[src/pkg/pbof_pkg.sv]
// package of constants, types and register map for the payload bitstream formatter
package pbof_pkg;
   // register indices; byte address on the bus is four times the index
   localparam logic [11:0] IDX_CLK0 = 12'h500;
   localparam logic [11:0] IDX_CLK1 = 12'h501;
   localparam logic [11:0] IDX_DAT0 = 12'h502;
   localparam logic [11:0] IDX_DAT1 = 12'h503;
   localparam logic [11:0] IDX_SYNC = 12'h504;
   localparam logic [11:0] IDX_ALARM = 12'h506;
   localparam int ADR_W = 16;
   localparam int ADR_LSB = 2;
   localparam int DATA_W = 32;
   // reset values
   localparam logic [6:0] RST_CLK = 7'h00;
   localparam logic [5:0] RST_DAT = 6'h00;
   localparam logic [7:0] RST_SYNC = 8'h77;
   localparam logic [1:0] RST_ALARM = 2'h0;
   // clock register fields
   localparam int DIV_W = 5;
   localparam int DIV_LSB = 2;
   localparam int INV_BIT = 1;
   localparam int FREE_BIT = 0;
   // data register fields
   localparam int FMODE_LSB = 4;
   localparam int FLAG_BIT = 3;
   localparam int ODD_BIT = 2;
   localparam int PAR_BIT = 1;
   localparam int LSBF_BIT = 0;
   // sync register fields, port n sits at n*SYNC_STRIDE
   localparam int SYNC_STRIDE = 4;
   localparam int SEL_OFS = 3;
   localparam int FRM_OFS = 2;
   localparam int CHN_OFS = 1;
   localparam int BYT_OFS = 0;
   // serial word layout
   localparam int BYTE_W = 8;
   localparam int WORD_W = 10;
   localparam int LEFT_W = 4;
   localparam logic [LEFT_W-1:0] LEFT_LAST = 4'h1;
   localparam logic [LEFT_W-1:0] LEFT_BYTE = 4'h8;

   typedef enum logic [1:0] {
      FF_ZERO = 2'b00,
      FF_CTL = 2'b01
   } pbof_fmode_e;

   typedef enum logic [1:0] {
      ST_IDLE = 2'b00,
      ST_LEAD = 2'b01,
      ST_SHIFT = 2'b10
   } pbof_state_e;

   typedef struct packed {
      logic [DIV_W-1:0] div;
      logic inv;
      logic free;
      logic [1:0] fmode;
      logic flag_en;
      logic odd;
      logic par_en;
      logic lsb_first;
      logic frm_early;
      logic chn_early;
      logic byt_early;
   } pbof_cfg_s;

   typedef struct packed {
      logic [BYTE_W-1:0] data;
      logic prc_first;
      logic ctl_first;
   } pbof_byte_s;

   typedef struct packed {
      logic frame;
      logic chan;
      logic byt;
   } pbof_sync_s;
endpackage

[src/hw/pbof_top.sv]
// payload bitstream formatter: per-port serialiser and apb register bank
// Operation
// - parity enabled gives even parity for sense 0, odd for sense 1.
// - port 1 frame strobe with first control bit, or one clock earlier.
// - port 1 channel strobe with first channel bit, or one clock earlier.
// - port 1 byte strobe with first byte bit, or one clock earlier.
// - shared pin carries frame sync for select 0, error flag for 1.
// - port 0 channel strobe one clock early when set, else aligned.
// - port 0 byte strobe one clock early when set, else aligned.
// - alarm bit per port set on a transmission error.
// - reading the alarm register clears both alarm bits.
// - serial clock is master over 2*(divisor+1), invertible, gated or free.
// - frame flag zero, first control byte, or first byte of each channel.
// - flag and parity appended after the byte; msb or lsb first.
//
// Design decision made here: register access over APB.
`timescale 1ns/100ps

module pbof_port
   import pbof_pkg::*;
(
   input wire logic mclk_i,
   input wire logic srst_i,
   input wire pbof_cfg_s cfg_i,
   input wire pbof_byte_s byte_i,
   input wire logic byte_valid_i,
   output logic byte_ready_o,
   output logic sclk_o,
   output logic sdata_o,
   output pbof_sync_s sync_o
);
   logic [DIV_W-1:0] cnt;
   logic phase;
   logic tick;
   logic run;
   pbof_state_e st;
   logic [WORD_W-1:0] shreg;
   logic [LEFT_W-1:0] left;
   logic [WORD_W-1:0] word;
   logic [LEFT_W-1:0] word_len;
   logic [BYTE_W-1:0] ordered;
   logic flag;
   logic par;
   pbof_sync_s early;
   pbof_sync_s aligned;
   // half-period counter; a bit lasts (div+1)*2 master cycles
   assign tick = phase && (cnt == cfg_i.div);
   always_ff @(posedge mclk_i)
   begin
      if (srst_i)
      begin
         cnt <= '0;
         phase <= 1'b0;
      end
      else if (cnt == cfg_i.div)
      begin
         cnt <= '0;
         phase <= ~phase;
      end
      else
         cnt <= cnt + DIV_W'(1);
   end
   // clock stops low (or high if inverted) between words unless free running
   assign run = cfg_i.free || (st != ST_IDLE);
   always_ff @(posedge mclk_i)
   begin
      if (srst_i)
         sclk_o <= 1'b0;
      else
         sclk_o <= (((cnt == cfg_i.div) ? ~phase : phase) & run) ^ cfg_i.inv;
   end
   // word assembly: data in shift order, then flag, then parity
   always_comb
   begin
      ordered = byte_i.data;
      if (!cfg_i.lsb_first)
         for (int i = 0; i < BYTE_W; i++)
            ordered[i] = byte_i.data[BYTE_W-1-i];
      case (cfg_i.fmode)
         FF_ZERO: flag = 1'b0;
         FF_CTL: flag = byte_i.ctl_first;
         default: flag = byte_i.prc_first;
      endcase
      par = (^byte_i.data) ^ cfg_i.odd;
      word = cfg_i.flag_en ? {par, flag, ordered} : {1'b0, par, ordered};
      word_len = LEFT_BYTE + LEFT_W'(cfg_i.flag_en) + LEFT_W'(cfg_i.par_en);
   end
   // strobe sets for the byte on offer: the early ones go a bit ahead
   always_comb
   begin
      early.frame = byte_i.ctl_first & cfg_i.frm_early;
      early.chan = byte_i.prc_first & cfg_i.chn_early;
      early.byt = cfg_i.byt_early;
      aligned.frame = byte_i.ctl_first & ~cfg_i.frm_early;
      aligned.chan = byte_i.prc_first & ~cfg_i.chn_early;
      aligned.byt = ~cfg_i.byt_early;
   end
   // the byte is taken at the bit boundary where its first bit goes out
   assign byte_ready_o = tick && ((st == ST_LEAD) || ((st == ST_SHIFT) && (left == LEFT_LAST)));
   // serialiser; from idle one lead slot is spent so early strobes have room
   always_ff @(posedge mclk_i)
   begin
      if (srst_i)
      begin
         st <= ST_IDLE;
         shreg <= '0;
         left <= '0;
         sdata_o <= 1'b0;
         sync_o <= '0;
      end
      else if (tick)
      begin
         case (st)
            ST_IDLE:
            begin
               if (byte_valid_i)
               begin
                  st <= ST_LEAD;
                  sync_o <= early;
               end
            end
            ST_LEAD:
            begin
               if (byte_valid_i)
               begin
                  st <= ST_SHIFT;
                  shreg <= word;
                  sdata_o <= word[0];
                  left <= word_len;
                  sync_o <= aligned;
               end
               else
               begin
                  st <= ST_IDLE;
                  sync_o <= '0;
               end
            end
            ST_SHIFT:
            begin
               if (left > LEFT_LAST)
               begin
                  shreg <= shreg >> 1;
                  sdata_o <= shreg[1];
                  left <= left - LEFT_LAST;
                  // next byte already waiting: its early strobes ride on our last bit
                  if ((left == LEFT_LAST + LEFT_LAST) && byte_valid_i)
                     sync_o <= early;
                  else
                     sync_o <= '0;
               end
               else if (byte_valid_i)
               begin
                  shreg <= word;
                  sdata_o <= word[0];
                  left <= word_len;
                  sync_o <= aligned;
               end
               else
               begin
                  st <= ST_IDLE;
                  sdata_o <= 1'b0;
                  sync_o <= '0;
               end
            end
            default: st <= ST_IDLE;
         endcase
      end
   end
   // parity sits right above the data, or above the flag when that is on
   chk_parity_sense: assert property (@(posedge mclk_i) disable iff (srst_i)
      (byte_ready_o && byte_valid_i && cfg_i.par_en)
      |=> (((^shreg[BYTE_W-1:0]) ^ ($past(cfg_i.flag_en) ? shreg[WORD_W-1] : shreg[BYTE_W]))
         == $past(cfg_i.odd)))
      else $error("parity bit does not match sense");
   chk_byte_aligned: assert property (@(posedge mclk_i) disable iff (srst_i)
      (byte_ready_o && byte_valid_i) |=> (sync_o.byt == !$past(cfg_i.byt_early)))
      else $error("byte strobe wrong at first bit");
   chk_frame_early: assert property (@(posedge mclk_i) disable iff (srst_i)
      (tick && st == ST_IDLE && byte_valid_i && byte_i.ctl_first && cfg_i.frm_early)
      |=> sync_o.frame)
      else $error("early frame strobe missing");
   chk_chan_aligned: assert property (@(posedge mclk_i) disable iff (srst_i)
      (byte_ready_o && byte_valid_i && byte_i.prc_first && !cfg_i.chn_early)
      |=> sync_o.chan)
      else $error("aligned channel strobe missing");
   // at divisor 0 a bit is exactly two cycles, so only the next cycle is free of ticks
   chk_div_bound: assert property (@(posedge mclk_i) disable iff (srst_i)
      ($stable(cfg_i.div) && tick) |=> !tick)
      else $error("serial bit shorter than two master cycles");
   chk_word_len: assert property (@(posedge mclk_i) disable iff (srst_i)
      (st == ST_SHIFT) |-> (left <= LEFT_W'(WORD_W)))
      else $error("word longer than data plus flag plus parity");
endmodule

module pbof_top
   import pbof_pkg::*;
#(
   parameter int PORTS = 2
)
(
   input wire logic mclk_i,
   input wire logic srst_i,
   input wire logic psel_i,
   input wire logic penable_i,
   input wire logic pwrite_i,
   input wire logic [ADR_W-1:0] paddr_i,
   input wire logic [DATA_W-1:0] pwdata_i,
   output logic [DATA_W-1:0] prdata_o,
   output logic pready_o,
   output logic pslverr_o,
   input wire pbof_byte_s port0_byte_i,
   input wire logic port0_byte_valid_i,
   output logic port0_byte_ready_o,
   input wire logic port0_tx_error_i,
   input wire pbof_byte_s port1_byte_i,
   input wire logic port1_byte_valid_i,
   output logic port1_byte_ready_o,
   input wire logic port1_tx_error_i,
   output logic port0_serial_clock_o,
   output logic port0_serial_data_o,
   output logic port0_channel_sync_out_o,
   output logic port0_byte_sync_out_o,
   output logic port0_sync_or_error_pin_o,
   output logic port1_serial_clock_o,
   output logic port1_serial_data_o,
   output logic port1_frame_sync_out_o,
   output logic port1_channel_sync_out_o,
   output logic port1_byte_sync_out_o,
   output logic port1_sync_or_error_pin_o
);
   logic [6:0] clk_cfg [PORTS];
   logic [5:0] dat_cfg [PORTS];
   logic [7:0] sync_strobe_config;
   logic [1:0] transmission_alarm;
   logic [ADR_W-ADR_LSB-1:0] idx;
   logic acc;
   logic hit;
   logic alarm_rd;
   pbof_cfg_s cfg [PORTS];
   pbof_byte_s byte_in [PORTS];
   logic valid_in [PORTS];
   logic ready_out [PORTS];
   logic sclk [PORTS];
   logic sdata [PORTS];
   pbof_sync_s sync [PORTS];
   logic [1:0] tx_err;
   logic [1:0] pin;
   // zero-wait slave: every access completes in its first access cycle
   assign idx = paddr_i[ADR_W-1:ADR_LSB];
   assign acc = psel_i && penable_i;
   assign hit = (idx == IDX_CLK0) || (idx == IDX_CLK1) || (idx == IDX_DAT0) ||
                (idx == IDX_DAT1) || (idx == IDX_SYNC) || (idx == IDX_ALARM);
   assign pready_o = 1'b1;
   assign pslverr_o = acc && !hit;
   assign alarm_rd = acc && !pwrite_i && (idx == IDX_ALARM);
   // read mux; unused upper bits read as zero
   always_comb
   begin
      case (idx)
         IDX_CLK0: prdata_o = DATA_W'(clk_cfg[0]);
         IDX_CLK1: prdata_o = DATA_W'(clk_cfg[1]);
         IDX_DAT0: prdata_o = DATA_W'(dat_cfg[0]);
         IDX_DAT1: prdata_o = DATA_W'(dat_cfg[1]);
         IDX_SYNC: prdata_o = DATA_W'(sync_strobe_config);
         IDX_ALARM: prdata_o = DATA_W'(transmission_alarm);
         default: prdata_o = '0;
      endcase
   end
   // configuration registers
   always_ff @(posedge mclk_i)
   begin
      if (srst_i)
      begin
         clk_cfg[0] <= RST_CLK;
         clk_cfg[1] <= RST_CLK;
         dat_cfg[0] <= RST_DAT;
         dat_cfg[1] <= RST_DAT;
         sync_strobe_config <= RST_SYNC;
      end
      else if (acc && pwrite_i)
      begin
         case (idx)
            IDX_CLK0: clk_cfg[0] <= pwdata_i[6:0];
            IDX_CLK1: clk_cfg[1] <= pwdata_i[6:0];
            IDX_DAT0: dat_cfg[0] <= pwdata_i[5:0];
            IDX_DAT1: dat_cfg[1] <= pwdata_i[5:0];
            IDX_SYNC: sync_strobe_config <= pwdata_i[7:0];
            default: ;
         endcase
      end
   end
   // alarm flags: a new error in the clearing read cycle survives the clear
   assign tx_err = {port1_tx_error_i, port0_tx_error_i};
   always_ff @(posedge mclk_i)
   begin
      if (srst_i)
         transmission_alarm <= RST_ALARM;
      else
         transmission_alarm <= tx_err | (transmission_alarm & {2{~alarm_rd}});
   end
   assign byte_in[0] = port0_byte_i;
   assign byte_in[1] = port1_byte_i;
   assign valid_in[0] = port0_byte_valid_i;
   assign valid_in[1] = port1_byte_valid_i;
   // one serialiser per port, each with its own slice of the sync register
   for (genvar p = 0; p < PORTS; p++)
   begin : g_port
      always_comb
      begin
         cfg[p].div = clk_cfg[p][DIV_LSB +: DIV_W];
         cfg[p].inv = clk_cfg[p][INV_BIT];
         cfg[p].free = clk_cfg[p][FREE_BIT];
         cfg[p].fmode = dat_cfg[p][FMODE_LSB +: 2];
         cfg[p].flag_en = dat_cfg[p][FLAG_BIT];
         cfg[p].odd = dat_cfg[p][ODD_BIT];
         cfg[p].par_en = dat_cfg[p][PAR_BIT];
         cfg[p].lsb_first = dat_cfg[p][LSBF_BIT];
         cfg[p].frm_early = sync_strobe_config[p*SYNC_STRIDE+FRM_OFS];
         cfg[p].chn_early = sync_strobe_config[p*SYNC_STRIDE+CHN_OFS];
         cfg[p].byt_early = sync_strobe_config[p*SYNC_STRIDE+BYT_OFS];
      end
      pbof_port u_port (
         .mclk_i(mclk_i),
         .srst_i(srst_i),
         .cfg_i(cfg[p]),
         .byte_i(byte_in[p]),
         .byte_valid_i(valid_in[p]),
         .byte_ready_o(ready_out[p]),
         .sclk_o(sclk[p]),
         .sdata_o(sdata[p]),
         .sync_o(sync[p])
      );
      // shared pin: frame strobe or the port's alarm flag
      assign pin[p] = sync_strobe_config[p*SYNC_STRIDE+SEL_OFS] ?
                      transmission_alarm[p] : sync[p].frame;
   end
   assign port0_byte_ready_o = ready_out[0];
   assign port1_byte_ready_o = ready_out[1];
   assign port0_serial_clock_o = sclk[0];
   assign port1_serial_clock_o = sclk[1];
   assign port0_serial_data_o = sdata[0];
   assign port1_serial_data_o = sdata[1];
   assign port1_frame_sync_out_o = sync[1].frame;
   assign port0_channel_sync_out_o = sync[0].chan;
   assign port1_channel_sync_out_o = sync[1].chan;
   assign port0_byte_sync_out_o = sync[0].byt;
   assign port1_byte_sync_out_o = sync[1].byt;
   assign port0_sync_or_error_pin_o = pin[0];
   assign port1_sync_or_error_pin_o = pin[1];
   chk_pin_select: assert property (@(posedge mclk_i) disable iff (srst_i)
      sync_strobe_config[SEL_OFS+SYNC_STRIDE] |->
      (port1_sync_or_error_pin_o == transmission_alarm[1]))
      else $error("port 1 pin not showing the error flag");
   chk_alarm_set: assert property (@(posedge mclk_i) disable iff (srst_i)
      port0_tx_error_i |=> transmission_alarm[0])
      else $error("alarm not set after error");
   chk_alarm_clear: assert property (@(posedge mclk_i) disable iff (srst_i)
      (alarm_rd && tx_err == 2'h0) |=> (transmission_alarm == 2'h0))
      else $error("alarm not cleared by read");
endmodule

[config.mk]
export PLATFORM = sky130hd
export DESIGN_NAME = pbof_top
export DESIGN_NICKNAME = d
export VERILOG_FILES = /design/src/pkg/pbof_pkg.sv /design/src/hw/pbof_top.sv
export SDC_FILE = /design/constraint.sdc
export NUM_CORES = 1
export LEC_CHECK = 0
export BUFFER_PORTS_ARGS = -buffer_cell sky130_fd_sc_hd__buf_2
export CAP_MARGIN = 20
export CORE_AREA = 8 8 96 132
export CTS_CLUSTER_SIZE = 10
export DETAILED_ROUTE_END_ITERATION = 8
export DIE_AREA = 0 0 104 140
export GPL_ROUTABILITY_DRIVEN = 0
export PLACE_DENSITY = 0.76
export SETUP_SLACK_MARGIN = 0.4
export SLEW_MARGIN = 20
export SYNTH_ARGS = -nofsm -noshare
export SYNTH_HDL_FRONTEND = slang
export SYNTH_SLANG_ARGS = --single-unit
[constraint.sdc]
create_clock -name mclk_i -period 1.9 [get_ports mclk_i]
set_input_delay 0.19 -clock mclk_i [delete_from_list [all_inputs] [get_ports mclk_i]]
set_output_delay 0.19 -clock mclk_i [all_outputs]
set_load 0.1 [all_outputs]
# --- After elaboration in Yosys (flattened, before gate mapping) ---
# Memory sizes are Yosys's and may differ from the RTL's.
# Index checks and enable logic that the tools add are counted.
op_classes:
  n_addsub: 8
  n_lt_le_gt_ge: 2
  n_eq_ne: 26
  muxes: 73
  bitwise_logic: 29
  n_reduce_logical: 47
ops:
  columns: ["cell", "count"]
  rows:
  - ["== test 14 x 11 -> 1 bit (second input constant)", 6]
  - ["two-way mux 10 bit", 6]
  - ["case mux 8 bit (6 select lines)", 1]
  - ["case mux 10 bit (2 select lines)", 2]
  - ["two-way mux 1 bit", 28]
  - ["two-way mux 3 bit", 8]
  - ["case mux 3 bit (3 select lines)", 2]
  - ["two-way mux 2 bit", 8]
  - ["two-way mux 4 bit", 4]
  - ["two-way mux 8 bit", 2]
  - ["inequality test 2 bit (second input constant)", 8]
  - ["case mux 4 bit (2 select lines)", 2]
  - ["XOR reduction 8 bit", 2]
  - ["two-way mux 7 bit", 2]
  - ["logical AND 1 bit", 13]
  - ["two-way mux 6 bit", 2]
  - ["case mux 2 bit (3 select lines)", 2]
  - ["AND reduction 3 bit", 4]
  - ["adder 5 x 1 -> 5 bit (second input constant)", 2]
  - ["bitwise AND 1 bit", 10]
  - ["== test 5 bit", 2]
  - ["logical OR 1 bit", 9]
  - ["NOT 1 bit", 9]
  - ["adder 4 x 1 -> 4 bit", 2]
  - ["other kinds (19)", 49]
word_totals:
  reg_bits: 64
  ram_bits: 26
  input_bits: 77
  out_inout_bits: 47
  wordCells: 209
  mem_count: 2
memory_table:
  columns: ["memory", "depth", "word_bits", "read_ports", "rd_ports_with_merged_regs", "wr", "line_no", "text"]
  rows:
  - ["clk_cfg", 2, 7, 2, 0, 2, "pbof_top.sv:231", "logic [6:0] clk_cfg [PORTS];"]
  - ["dat_cfg", 2, 6, 2, 0, 2, "pbof_top.sv:232", "logic [5:0] dat_cfg [PORTS];"]

# --- Logic depth before layout (Yosys ltp) ---
# Gate-level depths: netlist (run 1).
depth:
  ltp_word: 8
  ltp_mapped: 9
  depth_no_buf: 9

# --- Hierarchy ---
# Synthesis (run 1) repeated with hierarchy kept, for this count alone.
unflattened:
  cells_unflattened: 583
  hier_area_um2: 5307.6
by_module_without_submodules:
  columns: ["module", "instances", "cells_each", "area_per_inst_um2", "seq_area_each_um2"]
  rows:
  - ["pbof_top", 1, 189, 2014.4, 980.9]
  - ["pbof_port (g_port[1].u_port)", 1, 196, 1656.6, 520.5]
  - ["pbof_port (g_port[0].u_port)", 1, 198, 1636.6, 520.5]

# --- Worst setup path before layout (run 1) ---
# No wires, ideal clock.
synth_path:
  kind: "input port to output port"
  start: "input port paddr_i[5]"
  end: "output port prdata_o[3]"
  t_arrival_ps: 3281
  t_required_ps: 1710
  setup_slack_ps: -1571
  stages: 5
  path_buffers: 1
  path_cell_list: "nor4_2 nand3_2 buf_2 or3_1 o21ai_0"
synth_via:
  elab_chain_cells: 2
  word_cells_on_any_way: 7
  classes_between: "eq/ne: 6; mux: 1"
synth_lines:
  columns: ["item", "line_no", "text"]
  rows:
  - ["start: declaration", "pbof_top.sv:206", "input wire logic [ADR_W-1:0] paddr_i,"]
  - ["== test 14 x 11 -> 1 bit", "pbof_top.sv:259", "case (idx)"]
  - ["case mux 8 bit (6 select lines) *", "pbof_top.sv:259", null]
  - ["end: declaration", "pbof_top.sv:208", "output logic [DATA_W-1:0] prdata_o,"]
# Every way passes the cells marked *; elsewhere a longest branch is shown, timed or not.

==> results of run 1 <==
## cell type report
cell class,instances,area share
inverters,25,0.0129
multi-input cells,413,0.487
clock buffers,11,0.0321
well taps,141,0.0243
flip-flops and latches,88,0.280
clock inverters,5,0.0112
repair buffers,132,0.153
## per-stage QoR
step | total power, mW | utilization
after floorplan | 2.65 | -
after global placement | 2.76 | 0.561
after detailed placement | 2.78 | 0.561
after CTS | 4.67 | 0.626
after global routing | 4.85 | 0.678
final | 4.72 | 0.678
## sequential cells by signal, indices dropped and copies added (netlist names), 4 cells and up
| signal | flops |
|---|---|
| g_port.u_port.shreg | 18 |
| clk_cfg | 14 |
| sync_strobe_config | 8 |
| dat_cfg | 12 |
| g_port.u_port.cnt | 10 |
| g_port.u_port.left | 8 |
| g_port.u_port.sync_o | 6 |
| g_port.u_port.st | 4 |
## metal layers
layer	part of all wire	track usage	vias to the layer above
li1	-	-	2171
met1	0.36	0.192	2239
met2	0.53	0.358	228
met3	0.075	0.0500	48
met4	0.037	0.103	0
met5	0	0	-
## repair_timing
item                                    in CTS  in global routing
pin swaps                                   23                 34
gates resized for setup                     58                 86
endpoints found under the setup margin      82                 80
setup buffers                               17                 25
cloned                                       0                  0
## worst max-delay path: stages, from the launching register on
cell and delay (ns):
edfxtp_1 0.47, xnor2_2 0.19, nand3_2 0.10, nor3_4 0.24, ha_4 0.21, nor2b_4 0.16
buf_12 0.18
## synth_stat cells, types with 5 or more instances
| master | count | share of area |
|---|---|---|
| mux2i_1 | 32 | 0.063 |
| buf_2 | 5 | 0.0049 |
| edfxtp_1 | 26 | 0.15 |
| mux2_2 | 8 | 0.018 |
| a22oi_1 | 5 | 0.0073 |
| nor3_1 | 15 | 0.015 |
| and3_1 | 6 | 0.0073 |
| xor2_1 | 12 | 0.021 |
| nor2_1 | 63 | 0.046 |
| a21oi_1 | 24 | 0.023 |
| a311oi_1 | 6 | 0.010 |
| nand3_1 | 23 | 0.022 |
| inv_1 | 25 | 0.018 |
| a211oi_1 | 16 | 0.023 |
| xnor2_1 | 18 | 0.031 |
| o21ai_0 | 33 | 0.032 |
| clkbuf_1 | 13 | 0.0095 |
| dfxtp_1 | 62 | 0.24 |
| ha_1 | 18 | 0.044 |
| nand2_1 | 28 | 0.021 |
| buf_4 | 27 | 0.040 |
| a31oi_1 | 9 | 0.011 |
| a211o_1 | 6 | 0.010 |
| nor2b_1 | 12 | 0.015 |
| and2_1 | 5 | 0.0061 |
## final timing paths
check,start,endpoint,slack [ns],cells after the start
max,clk_cfg[0][6]$_DFFE_PP_,port0_byte_ready_o,-0.20,6
min,pwdata_i[0],sync_strobe_config[0]$_SDFFE_PP1P_,0.06,2
max reg2reg,clk_cfg[0][6]$_DFFE_PP_,g_port[0].u_port.shreg[3]$_SDFFE_PP0P_,-0.18,10
min reg2reg,g_port[0].u_port.sync_o[2]$_SDFFE_PP0P_,g_port[0].u_port.sync_o[2]$_SDFFE_PP0P_,0.47,1
## logic make-up (layout without fill, tap and decap cells)
logic type	after synthesis	in the layout	share of synthesized area
AOI/OAI and AO/OA	125	125	0.167
xor gates and xnor gates	32	32	0.0601
adders and majority gates	18	18	0.0440
buffers and inverters	73	173	0.0760
DFF	88	88	0.395
muxes	42	42	0.0890
other	2	25	0.00147
and+or+nand+nor	171	171	0.167
## power groups by stage
stage / clock (mW) / combinational (mW) / sequential (mW)
6_report: 1.89 / 0.805 / 2.02
5_1_grt: 1.98 / 0.850 / 2.03
4_1_cts: 1.88 / 0.760 / 2.02
3_5_place_dp: 0 / 0.713 / 2.07
3_3_place_gp: 0 / 0.699 / 2.07
2_1_floorplan: 0 / 0.573 / 2.07
==> flow_metrics.py, run 1 <==
metrics = {
    "status": {
        "status": "complete, but fails checks",
        "violations": "setup timing",
    },
    "pwr": {
        "p_per_area_nw_per_um2": 651,
        "switchingPower_mw": 1.35,
        "swShare": 0.285,
        "combPwrFrac": 0.171,
        "seq_power_share": 0.429,
        "ir_drop_uv": 463,
        "internal_power_mw": 3.38,
        "clockPowerShare": 0.401,
        "p_leak_nw": 2.91,
    },
    "worst_setup_path": {
        "crit_path_start_kind": "register",
        "cp_data_arrival_time_ns": 1.91,
        "end_kind": "output port",
        "required_ns": 1.71,
        "worst-path-max-fanout": 2,
        "path_class": "register to output port",
    },
    "clock_tree": {
        "clock-root-buffer": "clkbuf_16",
        "cts_buffer_depth": 2,
        "h-tree-depth": 3,
        "numClockSinks": 88,
        "cts_tree": "yes",
        "path_clk_slew_ns": 0.06,
        "clk_latency_ns": 0.35,
        "cts-hold-fix-buffers": 0,
        "cts_buffers": 9,
    },
    "layout": {
        "mostFrequentLayoutCells": "56 x dfxtp_1, 55 x buf_2, 40 x nor2_1",
        "syn_to_final_growth_pct": 41.8,
        "antenna_cells": 0,
        "fillers": 742,
        "fin_nets": 764,
        "final_cells": 815,
        "final_common_cell": "dfxtp_1",
        "postLayoutCellArea_um2": 7260,
        "multiInputGateArea_um2": 3540,
        "drive_gt1_frac": 0.435,
        "ff_latch_area_um2": 2030,
    },
    "global_routing": {
        "grt_pass1_vias": 4669,
        "grt-ovfl-total": 0,
        "grt_max_degree": 27,
        "grt_pass1_wl_um": 22900,
        "antenna_found_initial": 0,
        "grt_usage": 0.193,
    },
    "sta": {
        "fin_crit_ns": 2.10,
        "worst_pin_slew_ns": 0.504,
        "finalHoldViolations": 0,
        "fin_ws_ns": -0.195,
        "setup-tns-final_ns": -3.18,
        "max-slew-margin-rel": 0.663,
        "hold_slack_ns": 0.0613,
        "clock.fmax_ghz": 0.477,
        "final.period_utilization": 1.10,
        "setup_viol": 36,
        "grt_setup_unrepaired": "true",
        "fin_skew_ns": 0.00690,
        "slew_viol_final": 0,
    },
    "yosys": {
        "yosysSeqAreaShare": 0.395,
        "syn_inst": 551,
        "synthesis.area_um2": 5120,
        "async_reset_ff_frac": 0,
        "synth_cell_type_count": 54,
        "synth_edf_count": 26,
        "synth_ff_type": "dfxtp_1",
        "syn_avg_cell_area_um2": 9.29,
        "ys_warn_count": 0,
        "synth_seq_cells": 88,
    },
    "die": {
        "initial_core_util": 0.478,
        "io_pins": 124,
        "core.rowCount": 45,
        "core-area_um2": 10700,
        "die_area_um2": 14600,
        "die_h_um": 140,
        "die_w_um": 104,
    },
    "drt": {
        "drtPass1Iterations": 5,
        "via_per_inst": 5.75,
        "routed_wl_um": 15500,
        "vias": 4686,
        "drtAntennaViolNets": 0,
        "drc": 0,
        "wire_per_inst_um": 19.1,
        "drt-initial-drc-count": 242,
    },
    "placed_design": {
        "dp.cells": 757,
        "portBuffers": 72,
        "post_dp_cell_area_um2": 6010,
        "hpwlAfterDp_um": 10200,
        "pre_cts_slack_ns": -0.0636,
    },
    "job": {
        "maxCapViolCount": 0,
    },
    "worst_hold_path": {
        "hp-class": "input port to register",
    },
}
No activity file was read; power rests on OpenSTA's default activity.
==> run 2, diff against run 1 <==
Settings changed: ABC_AREA from default to 1, BUFFER_PORTS_ARGS -buffer_cell sky130_fd_sc_hd__buf_2 to default, CORE_AREA 8 8 96 132 to 8 8 90 124, DIE_AREA 0 0 104 140 to 0 0 98 132, DONT_BUFFER_PORTS from default to 1, PLACE_DENSITY 0.76 to 0.74.
==> run 2 against run 1 <==
Effect of this change: the flow finishes with violations (hold timing, setup timing); sequential share of layout area is 1.2 points higher; critical path depth unchanged; wire length is 6.4% higher; synthesized area up 0.71%; clock-buffer cell count increased by 2; global-route usage rose by 3.6 points; via count up 10%; register-to-register slack got worse by 0.18 ns; final area decreased by 4.5%; power is 5.0% lower; first-iteration DRC count grew 64%; critical endpoint unchanged; largest cell class unchanged.
==> flow_metrics.py, run 2 <==
metrics = {
    "global_routing": {
        "grt-ovfl-total": 0,
        "grt_max_degree": 23,
        "grt_pass1_vias": 4911,
        "grt_pass1_wl_um": 23800,
        "antenna_found_initial": 0,
        "grt_usage": 0.229,
    },
    "yosys": {
        "synth_edf_count": 26,
        "ys_top_cells_by_area": "dfxtp_1 24%, edfxtp_1 15%, nand2_1 10%",
        "ys_top_cells_by_count": "140 x nand2_1, 98 x inv_1, 66 x nor2_1, 66 x o21ai_0, 62 x dfxtp_1",
        "yosysMostFrequentCell": "nand2_1",
        "yosysSeqAreaShare": 0.392,
        "synth_ff_type": "dfxtp_1",
        "synth_cell_type_count": 38,
        "ys_warn_count": 0,
        "synthesis.area_um2": 5150,
        "async_reset_ff_frac": 0,
        "yosysTopAreaCellShare": 0.241,
        "syn_avg_cell_area_um2": 7.29,
        "syn_inst": 707,
        "yosys.area.top_type": "dfxtp_1",
        "synth_seq_cells": 88,
    },
    "placed_design": {
        "hpwlAfterDp_um": 10600,
        "post_dp_cell_area_um2": 5740,
        "pre_cts_slack_ns": -0.145,
        "dp.cells": 843,
        "portBuffers": 0,
    },
    "worst_hold_path": {
        "min_from": "port0_byte_i[0]",
        "hp-class": "input port to register",
    },
    "worst_setup_path": {
        "crit_path_start_kind": "register",
        "path_class": "register to output port",
        "r2r-start": "clk_cfg[0][5]$_DFFE_PP_",
        "crit_start": "clk_cfg[0][5]$_DFFE_PP_",
        "cp_data_arrival_time_ns": 2.07,
        "worst-path-max-fanout": 2,
        "end_kind": "output port",
        "required_ns": 1.71,
    },
    "layout": {
        "regMostFlops": "g_port.u_port.shreg",
        "syn_to_final_growth_pct": 34.5,
        "fillers": 633,
        "post-route-util": 0.745,
        "final_common_cell": "nand2_1",
        "postLayoutCellArea_um2": 6930,
        "ff_latch_area_um2": 2020,
        "multiInputGateArea_um2": 3210,
        "mostFrequentLayoutCells": "125 x nand2_1, 79 x inv_1, 61 x dfxtp_1",
        "antenna_cells": 0,
        "largest_reg_flops": 18,
        "fin_nets": 877,
        "drive_gt1_frac": 0.286,
        "final_cells": 897,
        "reg_top3": "g_port.u_port.shreg (18), clk_cfg (14), dat_cfg (12)",
    },
    "sta": {
        "fin_skew_ns": 0.00640,
        "grt_setup_unrepaired": "true",
        "slew_viol_final": 0,
        "setup_viol": 28,
        "final.period_utilization": 1.19,
        "worst_pin_slew_ns": 1.21,
        "setup-tns-final_ns": -5.30,
        "finalHoldViolations": 1,
        "clock.fmax_ghz": 0.443,
        "max-slew-margin-rel": 0.193,
        "hold_slack_ns": -0.00355,
        "fin_ws_ns": -0.359,
        "fin_crit_ns": 2.26,
    },
    "clock_tree": {
        "cts_tree": "yes",
        "clk_latency_ns": 0.35,
        "cts_buffers": 9,
        "clock-root-buffer": "clkbuf_16",
        "cts_buffer_depth": 2,
        "numClockSinks": 88,
        "h-tree-depth": 3,
        "path_clk_slew_ns": 0.06,
    },
    "die": {
        "core.rowCount": 42,
        "die_w_um": 98,
        "initial_core_util": 0.554,
        "die_h_um": 132,
        "core-area_um2": 9300,
        "io_pins": 124,
        "die_area_um2": 12900,
    },
    "drt": {
        "routed_wl_um": 16500,
        "drtAntennaViolNets": 0,
        "via_per_inst": 5.74,
        "drc": 0,
        "vias": 5153,
        "drtPass1Iterations": 7,
        "drt-initial-drc-count": 397,
        "wire_per_inst_um": 18.4,
    },
    "job": {
        "maxCapViolCount": 0,
    },
    "pwr": {
        "fin_total_pwr_mw": 4.49,
        "p_leak_nw": 3.10,
        "ir_drop_uv": 624,
        "p_per_area_nw_per_um2": 647,
    },
    "status": {
        "status": "complete, but fails checks",
        "violations": "hold timing, setup timing",
    },
}
run 2: cell types whose count changed after synthesis, sizes merged, moves of 32 or more:
| cell | delta |
|---|---|
| nand2 | +116 |
| inv | +75 |
| a21oi | +37 |
| mux2i | -32 |
| o21ai | +32 |
run 2: layout make-up:
type / count / area share
well taps: 110 / 0.0199
multi-input cells: 506 / 0.463
clock buffers: 13 / 0.0406
clock inverters: 3 / 0.00307
inverters: 102 / 0.0642
repair buffers: 75 / 0.118
flip-flops and latches: 88 / 0.292
run 2: final timing paths:
path,depth (start not counted),slack [ns],end
hold / removal,2,-0.004,g_port[0].u_port.sync_o[2]$_SDFFE_PP0P_
setup reg to reg,10,-0.36,g_port[0].u_port.st[1]$_SDFFE_PP0P_
setup / recovery,6,-0.36,port0_byte_ready_o
hold reg to reg,2,0.47,g_port[0].u_port.shreg[8]$_SDFFE_PP0P_
run 2: layer usage:
| metal | track usage | vias to the layer above | part of all wire |
|---|---|---|---|
| met2 | 0.406 | 232 | 0.50 |
| met4 | 0.149 | 0 | 0.059 |
| li1 | - | 2437 | - |
| met3 | 0.0576 | 70 | 0.082 |
| met1 | 0.232 | 2414 | 0.36 |
| met5 | 0 | - | 0 |
run 2: cells by family (layout without fill, tap and decap cells):
group                    Yosys count  after routing  share of synthesized area
XOR/XNOR                          20             20                     0.0340
other                              2             25                    0.00146
flip-flops                        88             88                      0.392
adder cells (fa/ha/maj)           18             18                     0.0437
AND/OR/NAND/NOR                  277            277                      0.231
AO/OA/AOI/OAI                    165            166                      0.179
buffers and inverters            137            193                      0.119
run 2: repair_timing:
action / 4_1_cts / 5_1_grt
pin swaps: 44 / 35
gates resized for setup: 80 / 78
endpoints found under the setup margin: 52 / 56
setup buffers: 17 / 13
gates cloned: 1 / 0
hold buffers: 7 / 0
hold endpoints to repair: 21 / 0
run 2: report_power, final:
part	internal, mW	total, mW	switching [mW]
combinational	0.164	0.661	0.497
clock	1.04	1.80	0.758
sequential	1.98	2.03	0.0482
total	3.18	4.49	1.30
run 2: worst max-delay path, cell delays in order (launching register included):
cell and delay, ns:
edfxtp_1 0.45, xor2_2 0.20, nor4_4 0.38, ha_2 0.27, inv_2 0.06, a21oi_2 0.16
buf_12 0.20
